$ cat config.mk
export PLATFORM = sky130hd
export DESIGN_NAME = dsr_top
export DESIGN_NICKNAME = d
export VERILOG_FILES = /design/src/dsr_fifo.v /design/src/dsr_top.v
export VERILOG_INCLUDE_DIRS = /design/src
export SDC_FILE = /design/constraint.sdc
export NUM_CORES = 1
export LEC_CHECK = 0
export BUFFER_PORTS_ARGS = -buffer_cell sky130_fd_sc_hd__buf_2
export CORE_ASPECT_RATIO = 1.2
export CORE_MARGIN = 5
export CORE_UTILIZATION = 61
export CTS_BUF_LIST = sky130_fd_sc_hd__clkbuf_8
export DETAILED_ROUTE_END_ITERATION = 8
export MAX_ROUTING_LAYER = met4
export PLACE_DENSITY = 0.85
export SLEW_MARGIN = 5
export SYNTH_ARGS = -nofsm -noshare
export SYNTH_HDL_FRONTEND = slang
export SYNTH_SLANG_ARGS = --single-unit
$ cat constraint.sdc
create_clock -name clk_i -period 5.8 [get_ports clk_i]
set_input_delay 0.87 -clock clk_i [delete_from_list [all_inputs] [get_ports clk_i]]
set_output_delay 0.87 -clock clk_i [all_outputs]
set_load 0.02 [all_outputs]
$ cat src/dsr_regs.vh
// Notes on behaviour
// RULE_01 - Two independent eight-stage shift registers, sixteen stages in all, each clock moving bits one stage toward the last.
// RULE_02 - Each register shows its last stage on a true output and on an inverted output.
// RULE_03 - Stages change only on a rising edge of their clock, never on a falling one.
// RULE_04 - Each register has its own clock line, and a shared clock line steps both registers together.
// RULE_05 - The first stage takes the first serial input when select is 0 and the second when select is 1.
// RULE_06 - A shared active-low reset forces every stage to 0 whatever the select and data inputs; at 1 shifting proceeds.
// RULE_07 - A register's clock is the OR of its own and the shared clock line, and the unused line is held at 0.
`ifndef DSR_REGS_VH
`define DSR_REGS_VH
`define DSR_STAGES 8
`define DSR_NUM_REGS 2
`define DSR_RESET_VAL 8'h00
`define DSR_FIFO_DEPTH 4
`endif

$ cat src/dsr_fifo.v
`timescale 1ns/1ps
module dsr_fifo #(
	parameter WIDTH = 2,
	parameter DEPTH = 4,
	parameter AW = 2
)(
	input wire clk_i,
	input wire reset_i,
	input wire in_valid_i,
	output wire in_ready_o,
	input wire [WIDTH-1:0] in_data_i,
	output reg out_valid_o,
	input wire out_ready_i,
	output reg [WIDTH-1:0] out_data_o
);
	reg [WIDTH-1:0] mem_r [0:DEPTH-1];
	reg [AW-1:0] wp_r;
	reg [AW-1:0] rp_r;
	reg [AW:0] cnt_r;
	wire push;
	wire pop;
	localparam [AW:0] FULL_CNT = DEPTH;
	assign in_ready_o = (cnt_r != FULL_CNT);
	assign push = in_valid_i && in_ready_o;
	// output register refills whenever it is empty or being drained and the fifo holds an entry
	assign pop = (cnt_r != {(AW+1){1'b0}}) && (!out_valid_o || out_ready_i);
	always @(posedge clk_i)
	begin
		if (reset_i)
		begin
			wp_r <= {AW{1'b0}};
			rp_r <= {AW{1'b0}};
			cnt_r <= {(AW+1){1'b0}};
			out_valid_o <= 1'b0;
			out_data_o <= {WIDTH{1'b0}};
		end
		else
		begin
			if (push)
			begin
				mem_r[wp_r] <= in_data_i;
				wp_r <= wp_r + 1'b1;
			end
			if (pop)
			begin
				out_data_o <= mem_r[rp_r];
				rp_r <= rp_r + 1'b1;
				out_valid_o <= 1'b1;
			end
			else if (out_ready_i)
				out_valid_o <= 1'b0;
			if (push && !pop)
				cnt_r <= cnt_r + 1'b1;
			else if (pop && !push)
				cnt_r <= cnt_r - 1'b1;
		end
	end
endmodule // dsr_fifo

$ cat src/dsr_top.v
`timescale 1ns/1ps
`include "dsr_regs.vh"
module dsr_top #(
	parameter STAGES = `DSR_STAGES
)(
	input wire clk_i,
	input wire reset_i,
	input wire reset_n_i,
	input wire input_select_i,
	input wire [1:0] data0_i,
	input wire [1:0] data1_i,
	input wire [1:0] per_register_clock_i,
	input wire common_clock_i,
	output reg [1:0] last_o,
	output reg [1:0] last_n_o,
	output reg [STAGES*2-1:0] stages_o
);
	// shift clocks are pins sampled on clk_i; their rises become enables
	reg [1:0] sclk_prev_r;
	reg [1:0] sel_d_r;
	reg [1:0] step_r;
	wire [1:0] sclk;
	wire [1:0] rise;
	wire [1:0] fifo_vld;
	wire [1:0] fifo_dat;
	wire [1:0] fifo_rdy;
	genvar g;

	assign sclk = per_register_clock_i | {2{common_clock_i}}; // RULE_07 RULE_04
	assign rise = sclk & ~sclk_prev_r; // RULE_03

	always @(posedge clk_i)
	begin
		if (reset_i)
		begin
			sclk_prev_r <= 2'h0;
			sel_d_r <= 2'h0;
			step_r <= 2'h0;
		end
		else
		begin
			sclk_prev_r <= sclk;
			step_r <= rise & fifo_rdy;
			sel_d_r[0] <= input_select_i ? data1_i[0] : data0_i[0]; // RULE_05
			sel_d_r[1] <= input_select_i ? data1_i[1] : data0_i[1]; // RULE_05
		end
	end

	// selected bits ride a small fifo so a burst of edges is not lost
	dsr_fifo #(
		.WIDTH(1),
		.DEPTH(`DSR_FIFO_DEPTH),
		.AW(2)
	) u_fifo0 (
		.clk_i(clk_i),
		.reset_i(reset_i),
		.in_valid_i(step_r[0]),
		.in_ready_o(fifo_rdy[0]),
		.in_data_i(sel_d_r[0]),
		.out_valid_o(fifo_vld[0]),
		.out_ready_i(1'b1),
		.out_data_o(fifo_dat[0])
	);
	dsr_fifo #(
		.WIDTH(1),
		.DEPTH(`DSR_FIFO_DEPTH),
		.AW(2)
	) u_fifo1 (
		.clk_i(clk_i),
		.reset_i(reset_i),
		.in_valid_i(step_r[1]),
		.in_ready_o(fifo_rdy[1]),
		.in_data_i(sel_d_r[1]),
		.out_valid_o(fifo_vld[1]),
		.out_ready_i(1'b1),
		.out_data_o(fifo_dat[1])
	);

	generate
		for (g = 0; g < `DSR_NUM_REGS; g = g + 1)
		begin : g_reg
			always @(posedge clk_i)
			begin
				if (reset_i || !reset_n_i) // RULE_06
				begin
					stages_o[g*STAGES +: STAGES] <= {STAGES{1'b0}};
					last_o[g] <= 1'b0;
					last_n_o[g] <= 1'b1;
				end
				else if (fifo_vld[g])
				begin
					stages_o[g*STAGES +: STAGES] <= // RULE_01
						{stages_o[g*STAGES +: STAGES-1], fifo_dat[g]};
					last_o[g] <= stages_o[g*STAGES+STAGES-2]; // RULE_02
					last_n_o[g] <= ~stages_o[g*STAGES+STAGES-2]; // RULE_02
				end
			end
		end
	endgenerate
endmodule // dsr_top

**Yosys cells after proc, flatten, opt, wreduce, memory -nomap -nowiden**

Memories as Yosys holds them, arrays and structs flattened. A register that Yosys moved wholly into a read port is not among the register bits.
Cells that the tools add are included.

- Flip-flop bits (word level): 42
- Memory bits (writable): 8
- Bits of input ports: 11
- Output and inout port bits: 20
- Memories kept: 2

- $add $sub $neg: 8
- Eq/ne operators: 2
- Mux-type cells: 14
- Bitwise logic cells: 6
- Reductions and logical operators: 16

Memories:

| name | depth | width | rd ports | clocked after Yosys merged registers in | wr ports | line | source |
|---|---|---|---|---|---|---|---|
| u_fifo0.mem_r | 4 | 1 | 1 | 1 | 1 | dsr_fifo.v:16 | `reg [WIDTH-1:0] mem_r [0:DEPTH-1];` |
| u_fifo1.mem_r | 4 | 1 | 1 | 1 | 1 | dsr_fifo.v:16 |  |

Operators by type and width:

| cell | number |
|---|---|
| 2-to-1 mux 3 bit | 4 |
| 2-to-1 mux 1 bit | 10 |
| adder 2 x 1 -> 2 bit, second input constant | 4 |
| adder 3 x 1 -> 3 bit, second input constant | 2 |
| logical AND 1 bit | 6 |
| != test 3 bit, second input constant | 2 |
| nonzero test 3 bit | 2 |
| subtractor 3 x 1 -> 3 bit, second input constant | 2 |
| zero test 1 bit | 5 |
| bitwise AND 2 bit | 2 |
| nonzero test 2 bit | 2 |
| inverter 1 bit | 2 |
| inverter 2 bit | 1 |
| OR 2 bit | 1 |
| logical OR 1 bit | 1 |

**Depth between registers and ports, before layout**

- Depth after elaboration: 6
- Mapped depth: 7
- Depth with buffers taken out: 6

**By module**

Synthesis repeated with hierarchy kept, for this count alone.

- Cell total of the unflattened synthesis: 208
- Area total of the unflattened synthesis: 2,197.1 um^2

By module, submodules not included:

| module | times used | cells each | area an instance (um^2) |
|---|---|---|---|
| dsr_fifo | 2 | 63 | 659.4 |
| dsr_top | 1 | 82 | 878.3 |

**Worst setup path after synthesis**

OpenSTA, ideal clock, no wires.

- Path type: reg2reg
- From: reg u_fifo0.cnt_r[0]
- To: reg u_fifo0.cnt_r[2]
- Library setup time: 0.123 ns
- Data arrival time: 1.740 ns
- Setup slack: 3.937 ns
- Stages on the path, launching flop included: 8
- Path buffers: 1
- Clock period less this slack: 1.863 ns
- Cell sequence: dfxtp_1 > buf_6 > nor3b_2 > nor2_1 > ha_1 > or3_1 > a21oi_2 > mux2_1

- Cells in the longest elaborated chain, start to end: 5

RTL lines:

| element | line | source |
|---|---|---|
| from (decl) | dsr_fifo.v:19 | `reg [AW:0] cnt_r;` |
| from (signal assigned) | dsr_fifo.v:33 | `cnt_r <= {(AW+1){1'b0}};` |
| from (signal assigned) | dsr_fifo.v:53 | `cnt_r <= cnt_r + 1'b1;` |
| from (signal assigned) | dsr_fifo.v:55 | `cnt_r <= cnt_r - 1'b1;` |
| branches (longest 5 deep; another with subtractor 3 x 1 -> 3 bit) | n/a |  |

Parallel ways; which one is timed is not known. The select of a mux whose other input is x is not followed.
A chain may end at the register's enable or synchronous reset.

**Final worst setup path**

- From: reg u_fifo1.cnt_r[0]
- To: reg u_fifo1.cnt_r[2]

- Cells in the longest elaborated chain, start to end: 5

RTL lines:

| element | line |
|---|---|
| from (decl) | dsr_fifo.v:19 |
| from (signal assigned) | dsr_fifo.v:33 |
| from (signal assigned) | dsr_fifo.v:53 |
| from (signal assigned) | dsr_fifo.v:55 |
| branches (longest 5 deep; another with subtractor 3 x 1 -> 3 bit) | n/a |

Parallel ways; which one is timed is not known. The select of a mux whose other input is x is not followed.

==> flow_summary.ini <==
[floorplan]
core_um2 = 3309
num_rows = 23
ioPinCount = 31
dieArea_um2 = 4694
die_h_um = 74.06
die_w_um = 63.38
start_util_pct = 63.02

[grt]
overflow = 0
grt_pass1_wl_um = 5133
grt_usage_pct = 13.86
grt_pass1_vias = 1257
antenna_found_initial = 0
grt_max_degree = 31

[critical_path]
r2r_start = u_fifo1.cnt_r[0]
worstPathRequired_ps = 5980
worstRegToRegCells = 6
slowest_stage = dfxtp_1
end_kind = flip-flop
crit_chain = nor3b_2 > nor2_1 > ha_1 > or3_1 > a21oi_2 > mux2_1
crit_end = u_fifo1.cnt_r[2]
start_kind = flip-flop
path_class = reg -> reg
r2r_setup_slack_ps = 3790
critPathLaunch = u_fifo1.cnt_r[0]
cp_max_fo = 7
reg2reg_to = u_fifo1.cnt_r[2]
critPathBufInv = 0
cpPeakStageDelay_ps = 400
crit_cells = 6
critPathTopFamily = simple AND/OR/NAND/NOR gates
arrival_ps = 2190

[yosys]
synth_seq_area_share_pct = 51.83
synthFlopType = dfxtp_1
syn_area_um2 = 2086
synth_cells = 197
async_reset_ff_share_pct = 0
synth_edf_count = 8
netlist.area_leader.share_pct = 40.31
synth.largest_area_cell = dfxtp_1
synth_warnings = 0
synthTopCellsByArea = dfxtp_1 (40%), edfxtp_1 (12%), mux2i_1 (8.6%)
syn_area_per_cell_um2 = 10.59
ys_types = 28
synth_seq_cells = 50
syn_nets = 218

[clocking]
ctsResizeCount = 0
cts.clk_slew.worst_paths_ps = 80
postCtsHoldBufs = 0
cts-htree-levels = 2
numCtsBuffers = 5
insertion_delay_ps = 290
tritoncts = done
root_buffer = clkbuf_8
clock_path_buffers = 2
postCtsSetupBuffers = 0
clock_sinks = 50

[place]
postPlaceCellArea_um2 = 2216
dpl.cell_count = 253
hpwlAfterDp_um = 2277
gp_congestion = 0.6856
portBuffers = 30

[cells_and_area]
fin_cells = 261
fillerInstances = 266
syn_to_final_growth_pct = 10.74
diodes = 0
multi_input_area_um2 = 915.9
postLayoutCoreUtil_pct = 69.79
final_area_um2 = 2310
finalNetCount = 244
drive_gt1_share_pct = 20.54
final-seq-area_um2 = 1081

[timing]
min_period_over_period_pct = 34.59
worstMarginPinSlew_ps = 555.0
skew_ps = 5.117
rsz0062_at_grt = false
min_period_ps = 2006
finalMaxSlewViolations = 0
max_freq_mhz = 498.5
hold_violations = 0
relSlewSlack_pct = 63.00
setup_viol = 0
tns_ps = 0

[routing]
wire_per_inst_um = 11.44
wl_met1_um = 1321
dr.first_iter.drc_count = 63
drtPass1Iterations = 4
wl_met3_um = 214
viasPerCell = 5.165
dr.max_layer_used = met4
ant_nets = 0
vias = 1348
drt-total-wl_um = 2986
drc_errors = 0
met2_length_um = 1431

[worst_hold_path]
holdCritPathClass = reg -> reg
holdPathStages = 1

[status]
status = complete, no violations

[power]
power_density_nw_per_um2 = 389.6
static-leakage-power_nw = 0.9853
power_mw = 0.8999
peakVddDrop_mv = 0.3203

[job]
max-cap-violations = 0
[placed cells by master, fill, tap and decap left out]
master / n
nor2b_1: 3
mux4_2: 2
nor3_1: 2
nor4_1: 2
and2_1: 8
dfxtp_1: 42
nor3_2: 2
edfxtp_1: 8
mux2_1: 2
a21oi_2: 2
a21oi_1: 8
nor3b_2: 2
ha_1: 10
or3_1: 6
inv_4: 1
xor2_1: 8
buf_2: 30
o21ai_0: 10
inv_1: 6
nor2_1: 34
nand2_1: 4
mux2i_1: 18
clkinv_2: 1
nand2b_1: 3
o31ai_1: 2
nand3b_1: 2
clkbuf_8: 6
[cell families (layout without fill, tap and decap cells)]
kind of cell	after synthesis	in the layout	share of synthesized area, %
AO/OA/AOI/OAI	22	22	5.879
adder cells (fa/ha/maj)	10	10	5.999
XOR/XNOR	8	8	3.359
AND/OR/NAND/NOR	68	68	16.80
flip-flops	50	50	51.83
buffers and inverters	17	44	4.258
multiplexers	22	22	11.88
[power by group]
part	switching [mW]	leakage (nW)	internal, mW
Sequential	0.0728	0.417	0.403
Clock	0.105	0.0515	0.0962
Combinational	0.101	0.517	0.122
Total	0.279	0.985	0.621
[metal layers]
layer / global-route usage [%] / vias up
met3: 3.474 / 2
met5: - / -
li1: - / 713
met1: 14.78 / 599
met2: 25.28 / 34
met4: 4.157 / 0
[registers in the layout, summed over array words and instances (netlist names), 3 cells and up]
signal and count:
u_fifo1.cnt_r 3, stages_o 14, u_fifo0.mem_r 4, u_fifo0.cnt_r 3, u_fifo1.mem_r 4
[metrics by stage]
stage / hold WS [ps] / worst slack [ps]
global route: 411.8 / 3643
detailed placement: 385.8 / 3717
finish: 393.6 / 3794
CTS: 397.4 / 3779
floorplan: 375.2 / 3937
global placement: 382.9 / 3759
[cells in the mapped netlist, types with 2 or more instances]
master    count
a21oi_1       8
a21oi_2       2
and2_1        8
buf_2         2
buf_4         2
buf_6         2
clkbuf_1      4
dfxtp_1      42
edfxtp_1      8
ha_1         10
inv_1         6
mux2_1        2
mux2i_1      18
mux4_2        2
nand2_1       4
nand2b_1      3
nand3b_1      2
nor2_1       34
nor2b_1       3
nor3_1        2
nor3_2        2
nor3b_2       2
nor4_1        2
o21ai_0      10
o31ai_1       2
or3_1         6
xor2_1        8
[worst reg2reg max path, stage by stage, from the launching register on]
cell and delay [ps]:
dfxtp_1 400, nor3b_2 400, nor2_1 80, ha_1 220
or3_1 330, a21oi_2 150, mux2_1 320
[final cells by class]
type                       instances  area share [%]
clock buffer                       6           3.575
inverter                           6          0.9751
sequential                        50           46.80
clock inverter                     2          0.4875
multi-input combinational        130           39.65
tap                               37           2.004
timing repair buffer              30           6.501
[how the worst min path moves through the flow]
| stage | to | startpoint |
|---|---|---|
| global placement | step_r[0] | sclk_prev_r[0] |
| CTS | step_r[0] | sclk_prev_r[0] |
| global route | step_r[0] | sclk_prev_r[0] |
| floorplan | step_r[0] | sclk_prev_r[0] |
| detailed placement | step_r[0] | sclk_prev_r[0] |
| finish | step_r[0] | sclk_prev_r[0] |
Power figures use the tool's default switching activity.
